`config.mk`:
```
export PLATFORM = sky130hd
export DESIGN_NAME = tm_cascade_timer
export DESIGN_NICKNAME = d
export VERILOG_FILES = /design/src/rtl/tm_pkg.sv /design/src/rtl/tm_tick_sel.sv /design/src/rtl/tm_cascade_timer.sv
export VERILOG_INCLUDE_DIRS = /design/src /design/src/rtl
export SDC_FILE = /design/constraint.sdc
export NUM_CORES = 1
export LEC_CHECK = 0
export BUFFER_PORTS_ARGS = -buffer_cell sky130_fd_sc_hd__buf_2
export CORE_MARGIN = 3
export CORE_UTILIZATION = 24
export DETAILED_ROUTE_END_ITERATION = 6
export PLACE_DENSITY = 0.5
export SLEW_MARGIN = 20
export SYNTH_ARGS = -nofsm -noshare
export SYNTH_HDL_FRONTEND = slang
export SYNTH_SLANG_ARGS = --single-unit
```
`constraint.sdc`:
```
create_clock -name clk_in -period 3.12 [get_ports clk_in]
set_clock_uncertainty 0.2 [all_clocks]
set_input_delay 0.468 -clock clk_in [delete_from_list [all_inputs] [get_ports clk_in]]
set_output_delay 0.468 -clock clk_in [all_outputs]
set_load 0.005 [all_outputs]
```
`src/rtl/tm_defines.svh`:
```
// Named constants for the cascadable timer: mode codes, source selects,
// byte values and channel indices.
// Assumes inclusion by bare name from every design file that needs them.
`ifndef TM_DEFINES_SVH
`define TM_DEFINES_SVH

// ==========================================================================
// Mode field codes
`define TM_MODE_PDO    3'h1
`define TM_MODE_PWM8   3'h2
`define TM_MODE_LOW16  3'h3
`define TM_MODE_TIM16  3'h4
`define TM_MODE_PWM16  3'h6

// ==========================================================================
// Source selects, values and indices
`define TM_SEL_PIN     3'h7
`define TM_BYTE_ZERO   8'h00
`define TM_BYTE_ONE    8'h01
`define TM_BYTE_MAX    8'hff
`define TM_WORD_ZERO   16'h0000
`define TM_WORD_ONE    16'h0001
`define TM_WORD_MAX    16'hffff
`define TM_FLOP_RST    1'b0
`define TM_PIN_IDLE    1'b1
`define TM_LO          0
`define TM_HI          1

`endif

```
`src/rtl/tm_pkg.sv`:
```
// Types shared by the cascadable timer files.
// Assumes nothing of its surroundings.
package tm_pkg;

  // ========================================================================
  // Operating mode of one counter after decode
  typedef enum logic [2:0] {
    TM_OP_IDLE,
    TM_OP_PDO,
    TM_OP_PWM8,
    TM_OP_TIM16,
    TM_OP_PWM16
  } tm_op_t;

  typedef logic [7:0] tm_byte_t;

endpackage

```
`src/rtl/tm_tick_sel.sv`:
```
// Source clock selection for one counter: internal taps or count pin.
// Assumes taps are one-cycle enables from a prescaler, synchronous to clk.
`timescale 1ns/1ps
`default_nettype none
`include "tm_defines.svh"

module tm_tick_sel (
  // Clock and reset
  input  wire logic       clk_in,
  input  wire logic       arst_n_in,
  // Sources
  input  wire logic [6:0] tap_in,
  input  wire logic       pin_in,
  input  wire logic [2:0] sel_in,
  // Selected count enable
  output logic            tick_out
);

  // ========================================================================
  // Pin edge detect
  logic pin_prev_reg;
  logic pin_prev_next;
  logic pin_fall;

  always_comb begin
    pin_prev_next = pin_in;
  end

  always_ff @(posedge clk_in or negedge arst_n_in) begin
    if (!arst_n_in) begin
      pin_prev_reg <= `TM_PIN_IDLE;
    end else begin
      pin_prev_reg <= pin_prev_next;
    end
  end

  // Reset to the idle high level, so an idle pin gives no edge after reset
  assign pin_fall = pin_prev_reg & ~pin_in;

  always_comb begin
    if (sel_in == `TM_SEL_PIN) begin
      tick_out = pin_fall;
    end else begin
      tick_out = tap_in[sel_in];
    end
  end
endmodule
`default_nettype wire

```
`src/rtl/tm_cascade_timer.sv`:
```
// Two cascadable 8-bit up-counters: 8-bit divider and PWM, 16-bit timer,
// event counter and PWM.
// Assumes control inputs are register write strobes synchronous to clk.
`timescale 1ns/1ps
`default_nettype none
`include "tm_defines.svh"

module tm_cascade_timer (
  // Clock and reset
  input  wire logic       clk_in,
  input  wire logic       arst_n_in,
  // Lower control write
  input  wire logic       lower_ctrl_wr_in,
  input  wire logic [2:0] lower_mode_in,
  input  wire logic [2:0] lower_clk_sel_in,
  input  wire logic       lower_run_bit_in,
  input  wire logic       lower_flop_init_bit_in,
  // Lower compare and duty writes
  input  wire logic       lower_compare_wr_in,
  input  wire logic [7:0] lower_compare_in,
  input  wire logic       lower_duty_wr_in,
  input  wire logic [7:0] lower_duty_in,
  // Lower clock sources
  input  wire logic [6:0] lower_tap_in,
  input  wire logic       lower_count_pin_in,
  // Upper control write
  input  wire logic       upper_ctrl_wr_in,
  input  wire logic [2:0] upper_mode_in,
  input  wire logic [2:0] upper_clk_sel_in,
  input  wire logic       upper_run_bit_in,
  input  wire logic       upper_flop_init_bit_in,
  // Upper compare and duty writes
  input  wire logic       upper_compare_wr_in,
  input  wire logic [7:0] upper_compare_in,
  input  wire logic       upper_duty_wr_in,
  input  wire logic [7:0] upper_duty_in,
  // Upper clock sources
  input  wire logic [6:0] upper_tap_in,
  input  wire logic       upper_count_pin_in,
  // Lower outputs
  output logic            lower_divider_out,
  output logic            lower_pwm_out,
  output logic            lower_match_irq_out,
  output logic [7:0]      lower_duty_rd_out,
  output logic [7:0]      lower_count_out,
  // Upper outputs
  output logic            upper_divider_out,
  output logic            upper_pwm_out,
  output logic            upper_match_irq_out,
  output logic [7:0]      upper_duty_rd_out,
  output logic [7:0]      upper_count_out
);

  // ========================================================================
  // Helpers
  function automatic tm_pkg::tm_op_t op_of(input logic [2:0] own,
                                           input logic [2:0] up);
    if (up == `TM_MODE_TIM16) begin
      op_of = tm_pkg::TM_OP_TIM16;
    end else if (up == `TM_MODE_PWM16) begin
      op_of = tm_pkg::TM_OP_PWM16;
    end else if (own == `TM_MODE_PDO) begin
      op_of = tm_pkg::TM_OP_PDO;
    end else if (own == `TM_MODE_PWM8) begin
      op_of = tm_pkg::TM_OP_PWM8;
    end else begin
      op_of = tm_pkg::TM_OP_IDLE;
    end
  endfunction

  function automatic logic is16(input tm_pkg::tm_op_t op);
    is16 = (op == tm_pkg::TM_OP_TIM16) || (op == tm_pkg::TM_OP_PWM16);
  endfunction

  function automatic tm_pkg::tm_byte_t inc8(input tm_pkg::tm_byte_t v);
    inc8 = v + `TM_BYTE_ONE;
  endfunction

  // ========================================================================
  // Input packing, index 0 lower and 1 upper
  logic [1:0]       ctrl_wr;
  logic [1:0]       cmp_wr;
  logic [1:0]       duty_wr;
  logic [1:0]       run_d;
  logic [1:0]       init_d;
  logic [1:0]       tick;
  logic [2:0]       mode_d [2];
  logic [2:0]       sel_d  [2];
  tm_pkg::tm_byte_t cmp_d  [2];
  tm_pkg::tm_byte_t duty_d [2];

  assign ctrl_wr = {upper_ctrl_wr_in, lower_ctrl_wr_in};
  assign cmp_wr  = {upper_compare_wr_in, lower_compare_wr_in};
  assign duty_wr = {upper_duty_wr_in, lower_duty_wr_in};
  assign run_d   = {upper_run_bit_in, lower_run_bit_in};
  assign init_d  = {upper_flop_init_bit_in, lower_flop_init_bit_in};
  assign mode_d[`TM_LO] = lower_mode_in;
  assign mode_d[`TM_HI] = upper_mode_in;
  assign sel_d[`TM_LO]  = lower_clk_sel_in;
  assign sel_d[`TM_HI]  = upper_clk_sel_in;
  assign cmp_d[`TM_LO]  = lower_compare_in;
  assign cmp_d[`TM_HI]  = upper_compare_in;
  assign duty_d[`TM_LO] = lower_duty_in;
  assign duty_d[`TM_HI] = upper_duty_in;

  // ========================================================================
  // Control registers
  logic [2:0] mode_reg  [2];
  logic [2:0] mode_next [2];
  logic [2:0] sel_reg   [2];
  logic [2:0] sel_next  [2];
  logic [1:0] run_reg;
  logic [1:0] run_next;

  always_comb begin
    run_next = run_reg;
    for (int i = 0; i < 2; i++) begin
      mode_next[i] = mode_reg[i];
      sel_next[i]  = sel_reg[i];
      if (ctrl_wr[i]) begin
        mode_next[i] = mode_d[i];
        sel_next[i]  = sel_d[i];
        run_next[i]  = run_d[i];
      end
    end
  end

  always_ff @(posedge clk_in or negedge arst_n_in) begin
    if (!arst_n_in) begin
      run_reg <= 2'h0;
      for (int i = 0; i < 2; i++) begin
        mode_reg[i] <= 3'h0;
        sel_reg[i]  <= 3'h0;
      end
    end else begin
      run_reg <= run_next;
      for (int i = 0; i < 2; i++) begin
        mode_reg[i] <= mode_next[i];
        sel_reg[i]  <= sel_next[i];
      end
    end
  end

  tm_pkg::tm_op_t op_r   [2];
  tm_pkg::tm_op_t op_n   [2];
  logic [1:0]     run_eff;

  // In 16-bit modes the upper run bit governs both halves
  assign op_r[`TM_LO] = op_of(mode_reg[`TM_LO], mode_reg[`TM_HI]);
  assign op_r[`TM_HI] = op_of(mode_reg[`TM_HI], mode_reg[`TM_HI]);
  assign op_n[`TM_LO] = op_of(mode_next[`TM_LO], mode_next[`TM_HI]);
  assign op_n[`TM_HI] = op_of(mode_next[`TM_HI], mode_next[`TM_HI]);
  assign run_eff[`TM_LO] = is16(op_r[`TM_HI]) ? run_reg[`TM_HI]
                                              : run_reg[`TM_LO];
  assign run_eff[`TM_HI] = run_reg[`TM_HI];

  // ========================================================================
  // Tick sources
  tm_tick_sel u_tick_lo (
    .clk_in    (clk_in),
    .arst_n_in (arst_n_in),
    .tap_in    (lower_tap_in),
    .pin_in    (lower_count_pin_in),
    .sel_in    (sel_reg[`TM_LO]),
    .tick_out  (tick[`TM_LO])
  );

  tm_tick_sel u_tick_hi (
    .clk_in    (clk_in),
    .arst_n_in (arst_n_in),
    .tap_in    (upper_tap_in),
    .pin_in    (upper_count_pin_in),
    .sel_in    (sel_reg[`TM_HI]),
    .tick_out  (tick[`TM_HI])
  );

  // ========================================================================
  // Counters, flops, compare and duty stages
  tm_pkg::tm_byte_t cnt_reg  [2];
  tm_pkg::tm_byte_t cnt_next [2];
  tm_pkg::tm_byte_t cmp_reg  [2];
  tm_pkg::tm_byte_t cmp_next [2];
  tm_pkg::tm_byte_t buf_reg  [2];
  tm_pkg::tm_byte_t buf_next [2];
  tm_pkg::tm_byte_t act_reg  [2];
  tm_pkg::tm_byte_t act_next [2];
  tm_pkg::tm_byte_t rd_reg   [2];
  tm_pkg::tm_byte_t rd_next  [2];
  logic [1:0]       flop_reg;
  logic [1:0]       flop_next;
  logic [1:0]       irq_reg;
  logic [1:0]       irq_next;
  logic [1:0]       div_reg;
  logic [1:0]       div_next;
  logic [1:0]       pwm_reg;
  logic [1:0]       pwm_next;

  always_comb begin
    logic [15:0] c16;
    logic [15:0] i16;
    c16 = {cnt_reg[`TM_HI], cnt_reg[`TM_LO]};
    i16 = c16 + `TM_WORD_ONE;
    flop_next = flop_reg;
    irq_next  = 2'h0;
    for (int i = 0; i < 2; i++) begin
      cnt_next[i] = cnt_reg[i];
      cmp_next[i] = cmp_reg[i];
      buf_next[i] = buf_reg[i];
      act_next[i] = act_reg[i];
      if (cmp_wr[i]) begin
        cmp_next[i] = cmp_d[i];
      end
      if (duty_wr[i]) begin
        buf_next[i] = duty_d[i];
        if (!run_eff[i]) begin
          act_next[i] = duty_d[i];
        end
      end
      if (!run_eff[i]) begin
        cnt_next[i] = `TM_BYTE_ZERO;
      end else if (tick[i]) begin
        case (op_r[i])
          tm_pkg::TM_OP_PDO: begin
            if (inc8(cnt_reg[i]) == cmp_reg[i]) begin
              cnt_next[i]  = `TM_BYTE_ZERO;
              flop_next[i] = ~flop_reg[i];
              irq_next[i]  = 1'b1;
            end else begin
              cnt_next[i] = inc8(cnt_reg[i]);
            end
          end
          tm_pkg::TM_OP_PWM8: begin
            if (cnt_reg[i] == `TM_BYTE_MAX) begin
              cnt_next[i]  = `TM_BYTE_ZERO;
              flop_next[i] = ~flop_reg[i];
              irq_next[i]  = 1'b1;
              // A write in this same cycle lands in the buffer only
              act_next[i]  = buf_reg[i];
            end else begin
              cnt_next[i] = inc8(cnt_reg[i]);
              if (inc8(cnt_reg[i]) == act_reg[i]) begin
                flop_next[i] = ~flop_reg[i];
              end
            end
          end
          default: begin
          end
        endcase
      end
    end
    // Upper half advances only on the lower carry
    if (run_reg[`TM_HI] && tick[`TM_LO]) begin
      case (op_r[`TM_HI])
        tm_pkg::TM_OP_TIM16: begin
          if (i16 == {cmp_reg[`TM_HI], cmp_reg[`TM_LO]}) begin
            cnt_next[`TM_HI] = `TM_BYTE_ZERO;
            cnt_next[`TM_LO] = `TM_BYTE_ZERO;
            irq_next[`TM_HI] = 1'b1;
          end else begin
            {cnt_next[`TM_HI], cnt_next[`TM_LO]} = i16;
          end
        end
        tm_pkg::TM_OP_PWM16: begin
          if (c16 == `TM_WORD_MAX) begin
            {cnt_next[`TM_HI], cnt_next[`TM_LO]} = `TM_WORD_ZERO;
            flop_next[`TM_HI] = ~flop_reg[`TM_HI];
            irq_next[`TM_HI]  = 1'b1;
            act_next[`TM_HI]  = buf_reg[`TM_HI];
            act_next[`TM_LO]  = buf_reg[`TM_LO];
          end else begin
            {cnt_next[`TM_HI], cnt_next[`TM_LO]} = i16;
            if (i16 == {act_reg[`TM_HI], act_reg[`TM_LO]}) begin
              flop_next[`TM_HI] = ~flop_reg[`TM_HI];
            end
          end
        end
        default: begin
        end
      endcase
    end
    for (int i = 0; i < 2; i++) begin
      // A stopping write leaves the flop alone, so the pin level stays
      if (ctrl_wr[i] && !run_reg[i]) begin
        flop_next[i] = init_d[i];
      end
      div_next[i] = (op_n[i] == tm_pkg::TM_OP_PDO) ? ~flop_next[i]
                                                   : `TM_PIN_IDLE;
      if ((op_n[i] == tm_pkg::TM_OP_PWM8) ||
          (i == `TM_HI && op_n[i] == tm_pkg::TM_OP_PWM16)) begin
        pwm_next[i] = ~flop_next[i];
      end else begin
        pwm_next[i] = `TM_PIN_IDLE;
      end
      if ((op_n[i] == tm_pkg::TM_OP_PWM8) ||
          (op_n[i] == tm_pkg::TM_OP_PWM16)) begin
        rd_next[i] = act_next[i];
      end else begin
        rd_next[i] = buf_next[i];
      end
    end
  end

  always_ff @(posedge clk_in or negedge arst_n_in) begin
    if (!arst_n_in) begin
      flop_reg <= {2{`TM_FLOP_RST}};
      irq_reg  <= 2'h0;
      div_reg  <= {2{`TM_PIN_IDLE}};
      pwm_reg  <= {2{`TM_PIN_IDLE}};
      for (int i = 0; i < 2; i++) begin
        cnt_reg[i] <= `TM_BYTE_ZERO;
        cmp_reg[i] <= `TM_BYTE_ZERO;
        buf_reg[i] <= `TM_BYTE_ZERO;
        act_reg[i] <= `TM_BYTE_ZERO;
        rd_reg[i]  <= `TM_BYTE_ZERO;
      end
    end else begin
      flop_reg <= flop_next;
      irq_reg  <= irq_next;
      div_reg  <= div_next;
      pwm_reg  <= pwm_next;
      for (int i = 0; i < 2; i++) begin
        cnt_reg[i] <= cnt_next[i];
        cmp_reg[i] <= cmp_next[i];
        buf_reg[i] <= buf_next[i];
        act_reg[i] <= act_next[i];
        rd_reg[i]  <= rd_next[i];
      end
    end
  end

  // ========================================================================
  // Outputs
  assign lower_divider_out   = div_reg[`TM_LO];
  assign lower_pwm_out       = pwm_reg[`TM_LO];
  assign lower_match_irq_out = irq_reg[`TM_LO];
  assign lower_duty_rd_out   = rd_reg[`TM_LO];
  assign lower_count_out     = cnt_reg[`TM_LO];
  assign upper_divider_out   = div_reg[`TM_HI];
  assign upper_pwm_out       = pwm_reg[`TM_HI];
  assign upper_match_irq_out = irq_reg[`TM_HI];
  assign upper_duty_rd_out   = rd_reg[`TM_HI];
  assign upper_count_out     = cnt_reg[`TM_HI];
endmodule
`default_nettype wire

```
## Word-level counts from Yosys, hierarchy flattened

Index checks and enable logic that the tools add are counted.

| operators by class | value |
|---|---|
| add/sub/neg operators | 3 |
| order comparisons | 2 |
| muxes and demuxes | 94 |
| bitwise operators | 8 |
| equal/unequal tests | 35 |
| reductions and logical operators | 8 |

Operator list:

| operator | number |
|---|---|
| 8-bit 2-to-1 mux | 24 |
| 16-bit 2-to-1 mux | 6 |
| 1-bit 2-to-1 mux | 36 |
| 16-bit equality test | 2 |
| 8-bit equality test | 4 |
| 16-bit one-hot mux with 2 select lines | 1 |
| 8-bit one-hot mux with 2 select lines | 2 |
| 3-bit 2-to-1 mux | 10 |
| 3-bit by 2-bit equality test with 1-bit output, second input constant | 9 |
| 3-bit equality test, second input constant | 9 |
| 3-bit by 1-bit equality test with 1-bit output, second input constant | 8 |
| 16-bit by 1-bit adder with 16-bit output, second input constant | 1 |
| 8-bit by 1-bit adder with 8-bit output, second input constant | 2 |
| 16-bit equality test, second input constant | 1 |
| 8-bit equality test, second input constant | 2 |
| 2-bit 2-to-1 mux | 8 |
| 1-bit one-hot mux with 2 select lines | 5 |
| 3-bit by 4-bit less-than comparator with 1-bit output, second input constant | 2 |
| 1-bit binary-select mux with 3-bit select | 2 |
| 1-bit NOT | 6 |
| 1-bit logical AND | 3 |
| 1-bit logical OR | 3 |
| 1-bit AND | 2 |
| 1-bit logical NOT | 2 |

| word-level totals | value |
|---|---|
| register bits after elaboration | 104 |
| logic and storage cells | 172 |
| input port bits | 72 |

## Logic depth before layout (Yosys ltp)

| logic depth | value |
|---|---|
| word-level depth | 18 |
| depth in mapped cells | 11 |

## Cells and area by module

A second synthesis with hierarchy kept.

| unflattened totals | value |
|---|---|
| cells, all modules | 576 |
| area, all modules | 5,925.7 um^2 |

By module, submodules not included:

| module | cells an instance | area an instance (um^2) | times used |
|---|---|---|---|
| tm_cascade_timer | 566 | 5,733.0 | 1 |
| tm_tick_sel | 5 | 96.3 | 2 |

## Worst setup path after synthesis

Ideal clock, no wire load.

| path | value |
|---|---|
| path type | register -> register |
| from | reg cnt_reg (netlist bit upper_count_out[0]) |
| to | reg pwm_reg[1] |
| arrival | 2.717 ns |
| period minus slack after synthesis | 3.011 ns |
| data required time | 2.826 ns |
| setup slack | 0.109 ns |
| path buffers | 1 |
| stages on the path, launching flop included | 12 |
| path through | dfrtp_1 -> ha_1 -> buf_2 -> nand3_4 -> nor4_1 -> xnor2_1 -> xnor2_1 -> a2111oi_2 -> nand4_1 -> o211a_1 -> o21bai_2 -> or4b_1 |

| between the ends | value |
|---|---|
| word-level cells in the longest chain between the ends | 14 |
| elaborated cells between the ends (all ways) | 20 |

Ends and longest elaborated chain:

| item | line | RTL |
|---|---|---|
| start: declaration | tm_cascade_timer.sv:179 | `tm_pkg::tm_byte_t cnt_reg [2];` |
| start signal: indexed assignment | tm_cascade_timer.sv:310 | `` cnt_reg[i] <= `TM_BYTE_ZERO; `` |
| start signal: indexed assignment | tm_cascade_timer.sv:322 | `cnt_reg[i] <= cnt_next[i];` |
| 8-bit by 1-bit adder with 8-bit output (no source line) | n/a |  |
| 8-bit equality test | tm_cascade_timer.sv:241 | `if (inc8(cnt_reg[i]) == act_reg[i]) begin` |
| 1-bit 2-to-1 mux | tm_cascade_timer.sv:241 |  |
| 1-bit 2-to-1 mux | tm_cascade_timer.sv:233 | `` if (cnt_reg[i] == `TM_BYTE_MAX) begin `` |
| 1-bit one-hot mux with 2 select lines | tm_cascade_timer.sv:222 | `case (op_r[i])` |
| 1-bit 2-to-1 mux | tm_cascade_timer.sv:221 | `end else if (tick[i]) begin` |
| 1-bit 2-to-1 mux | tm_cascade_timer.sv:219 | `if (!run_eff[i]) begin` |
| 1-bit 2-to-1 mux | tm_cascade_timer.sv:272 | `` if (i16 == {act_reg[`TM_HI], act_reg[`TM_LO]}) begin `` |
| 1-bit 2-to-1 mux | tm_cascade_timer.sv:264 | `` if (c16 == `TM_WORD_MAX) begin `` |
| 1-bit 2-to-1 mux | tm_cascade_timer.sv:253 | `` case (op_r[`TM_HI]) `` |
| 1-bit 2-to-1 mux * | tm_cascade_timer.sv:252 | `` if (run_reg[`TM_HI] && tick[`TM_LO]) begin `` |
| 1-bit 2-to-1 mux * | tm_cascade_timer.sv:283 | `if (ctrl_wr[i] && !run_reg[i]) begin` |
| 1-bit NOT * | tm_cascade_timer.sv:290 | `pwm_next[i] = ~flop_next[i];` |
| 1-bit 2-to-1 mux * | tm_cascade_timer.sv:288 | `if ((op_n[i] == tm_pkg::TM_OP_PWM8) \|\|` |
| net pwm_next[1] | tm_cascade_timer.sv:196 | `logic [1:0] pwm_next;` |
| end signal: assignment | tm_cascade_timer.sv:308 | `` pwm_reg <= {2{`TM_PIN_IDLE}}; `` |
| end signal: assignment | tm_cascade_timer.sv:320 | `pwm_reg <= pwm_next;` |
| end: declaration | tm_cascade_timer.sv:195 | `logic [1:0] pwm_reg;` |

The timed path passes the listed nets; every way through them passes the cells marked *.
A chain may end at the register's enable or synchronous reset.

## Final worst setup path

Same ends and word-level chain as after synthesis.

==> summary.md <==
| Metric | Value |
|---|---|
| Outcome | `completed` |
| Antenna cell count | `0` |
| Max IR drop VDD | `between 0.2 and 0.25 mV` |
| Initial antenna violation count | `0` |
| # fillers | `~2.6k` |
| Leak pwr | `~3.4 nW` |
| First-pass GRT wire length | `about 28 mm` |
| GP Congestion | `around 0.82` |
| Setup TNS | `0 ns` |
| Worst Hold End | `u_tick_lo.pin_prev_reg$_DFF_PN1_` |
| Pwr Density | `approximately 460 nW/um^2` |
| Synth warn | `0` |
| Die W | `165 um` |
| Synth Flop Type | `dfrtp_1` |
| Reg2Reg Setup Slack | `0.10 ns` |
| HPWL after DPL | `between 10 and 15 mm` |
| Area grow syn2layout | `30.2%` |
| Clk_lat worst skew | `roughly 0.35 ns` |
| Syn_area_per_cell | `roughly 11 um^2` |
| I/O pin cnt | `110` |
| Max clock buf depth | `2` |
| Vias | `4,839` |
| Initial DRC Count | `198` |
| Final instance area | `between 7000 and 8000 um^2` |
| Max_cap viols | `0` |
| CTS Buf Count | `9` |
| Worst slew pin tran | `about 0.61 ns` |
| Final period util | `0.967` |
| Critical path arrival | `about 3.1 ns` |
| Starting density of the core | `0.247` |
| Async S/R FF share, synth | `1.00` |
| NumNets Final | `about 810` |
| Most common cell after layout, fill and taps aside | `buf_2` |
| Largest net degree at the start of global routing | `40` |
| Placed cell area | `around 7400 um^2` |
| CTS tree | `done` |
| Startpoint types | `register` |
| Via density | `roughly 4.5` |
| Vias in the first global route | `5,056` |
| Slowest stage cell, crit path | `or4_4` |
| CP cell instances | `ha_4 > nand3_4 > buf_6 > xnor2_1 > nand4_1 > or4_4 > nor2_4 > a21oi_1 > o211a_1 > o21bai_2 > or4b_4` |
| # clock sinks | `~100` |
| Grt total ovfl | `0` |
| Pins Over Slew Limit | `0` |
| Core ar. | `24,600 um^2` |
| Die Ht | `between 150 and 200 um` |
| Commonest cells after routing, fill and taps aside | `buf_2, dfrtp_1, buf_4` |
| Post-synth EDFFs | `0` |
| Clk slew on worst S/H paths | `~0.080 ns` |
| CP Data Required Time | `approximately 3.2 ns` |
| Max FO, Critical Path | `6` |
| Final count of hold timing violations | `0` |
| Worst Hold Class | `input pin to register` |
| Root buffer cell | `clkbuf_16` |
| Yosys top cell area share | `0.403` |
| # setup viols final | `0` |
| Mapped cell area | `slightly above 6000 um^2` |
| Design Power | `approximately 3.6 mW` |
| Final ANT Viol Nets | `0` |
| Hold Startpoint | `lower_count_pin_in` |
| RSZ-0062 raised after global routing | `yes` |
| Initial DRT Pass Iterations | `4` |
| Row Count | `57` |
| Final min period | `3.02 ns` |
| Max frequency | `around 330 MHz` |
| Buf/Inv on CP | `1` |
| Post-synth top area cell | `dfrtp_1` |
| Top delay family on crit path | `simple AND/OR/NAND/NOR gates` |
| Share of cells above drive strength 1 | `0.419` |
| Residual DRC | `0` |
| # port buffers | `109` |
| Synthesis-stage register bit count | `between 100 and 150` |
| H-tree Lvls | `3` |
| Max stage delay on crit path | `approximately 0.56 ns` |
| FF-to-FF path depth | `11` |
| Count of different cell masters after synthesis | `between 70 and 80` |
| Slew headroom | `0.596` |
| DR WL/cell | `16.3 um` |
| FF-to-FF End | `pwm_reg[1]$_DFF_PN1_` |
| Critical Path Sink Type | `register` |
| Cells on Worst Hold Path | `1` |
| Worst R2R Start | `upper_count_out[0]$_DFF_PN0_` |
| Synthesized Nets | `approximately 650` |
| Ranking of synthesized cells by area | `dfrtp_1, mux2_2, xnor2_1` |
| Die ar. | `between 20,000 and 30,000 um^2` |
| WL final | `roughly 17 mm` |
| Seq/Total Area, Yosys | `0.429` |
| Tot GR Track Use | `0.132` |
| Post-Synthesis Cells | `approximately 580` |
| CP Class | `register to register` |
[power breakdown]
group	total [mW]	switching, mW	internal, mW
sequential	1.64	0.129	1.51
clock	1.10	0.551	0.552
combinational	0.878	0.430	0.449
[worst register-to-register path, delay by kind of cell, from the launching register on]
kind / cells / cell delay, ns
DFF: 1 / 0.42
adders and majority gates: 1 / 0.19
xor gates and xnor gates: 1 / 0.15
buffers and inverters: 1 / 0.16
AOI/OAI and AO/OA: 3 / 0.41
and+or+nand+nor: 5 / 1.41
[area by class of cell]
cell class,instances,area [um^2],area share
Inverter,14,52.6,0.00664
Clock buffer,9,225,0.0285
Sequential cell,104,2610,0.330
Multi-Input combinational cell,431,3450,0.436
Tap cell,324,405,0.0512
Clock inverter,7,55.1,0.00696
Timing Repair Buffer,179,1110,0.141
[Yosys cell counts, types with 5 or more instances]
cell type and n:
mux2_2 59, nor2b_1 9, inv_1 14, nor3b_1 7, dfrtp_1 98, mux2i_1 24
xor2_1 17, o211ai_1 6, and3_1 7, nor4_1 6, or3_1 5, o21ai_0 33
clkbuf_1 10, a21oi_1 30, nand2_1 39, nand4_1 6, dfstp_2 6, nand3_1 12
nor2_1 39, buf_2 9, nand2b_1 9, xnor2_1 39
[how the worst max path moves through the flow]
stage | from | end | slack, ns | cells after the start
floorplan | upper_count_out[0]$_DFF_PN0_ | pwm_reg[1]$_DFF_PN1_ | 0.11 | 11
global placement | lower_count_out[2]$_DFF_PN0_ | pwm_reg[0]$_DFF_PN1_ | -0.08 | 10
detailed placement | lower_count_pin_in | lower_duty_rd_out[0]$_DFF_PN0_ | -0.1 | 8
CTS | lower_count_out[0]$_DFF_PN0_ | pwm_reg[1]$_DFF_PN1_ | 0.002 | 11
global route | lower_count_out[1]$_DFF_PN0_ | pwm_reg[1]$_DFF_PN1_ | -0.02 | 11
finish | upper_count_out[0]$_DFF_PN0_ | pwm_reg[1]$_DFF_PN1_ | 0.10 | 11
[cell families after synthesis]
| group | share of synthesized area |
|---|---|
| adders and majority gates | 0.00411 |
| xor gates and xnor gates | 0.0909 |
| and+or+nand+nor | 0.173 |
| buffers and inverters | 0.0315 |
| AOI/OAI and AO/OA | 0.108 |
| DFF | 0.429 |
| muxes | 0.164 |
[layer usage]
layer | global-route usage | wire (um)
met1 | 0.185 | 8340
met2 | 0.206 | 7920
met4 | 0.0408 | 258
met3 | 0.0259 | 926
met5 | 0 | 0
[timing repair]
item | CTS | global route
hold buffers | 2 | 0
endpoints found under the hold margin | 19 | 0
setup buffers | 1 | 2
pin swaps | 1 | 14
setup endpoints to repair | 9 | 19
gates resized for setup | 4 | 36
[through the flow]
stage          hold WS (ns)   util  setup WS [ns]  std cells
2_1_floorplan       -0.0276      -          0.109        575
3_3_place_gp          0.203  0.301        -0.0776       1047
3_5_place_dp          0.206  0.301        -0.0979       1047
4_1_cts             0.00451  0.315        0.00225       1066
5_1_grt              0.0125  0.322        -0.0222       1068
6_report             0.0202  0.322          0.103       1068
No activity file was read; power rests on OpenSTA's default activity.
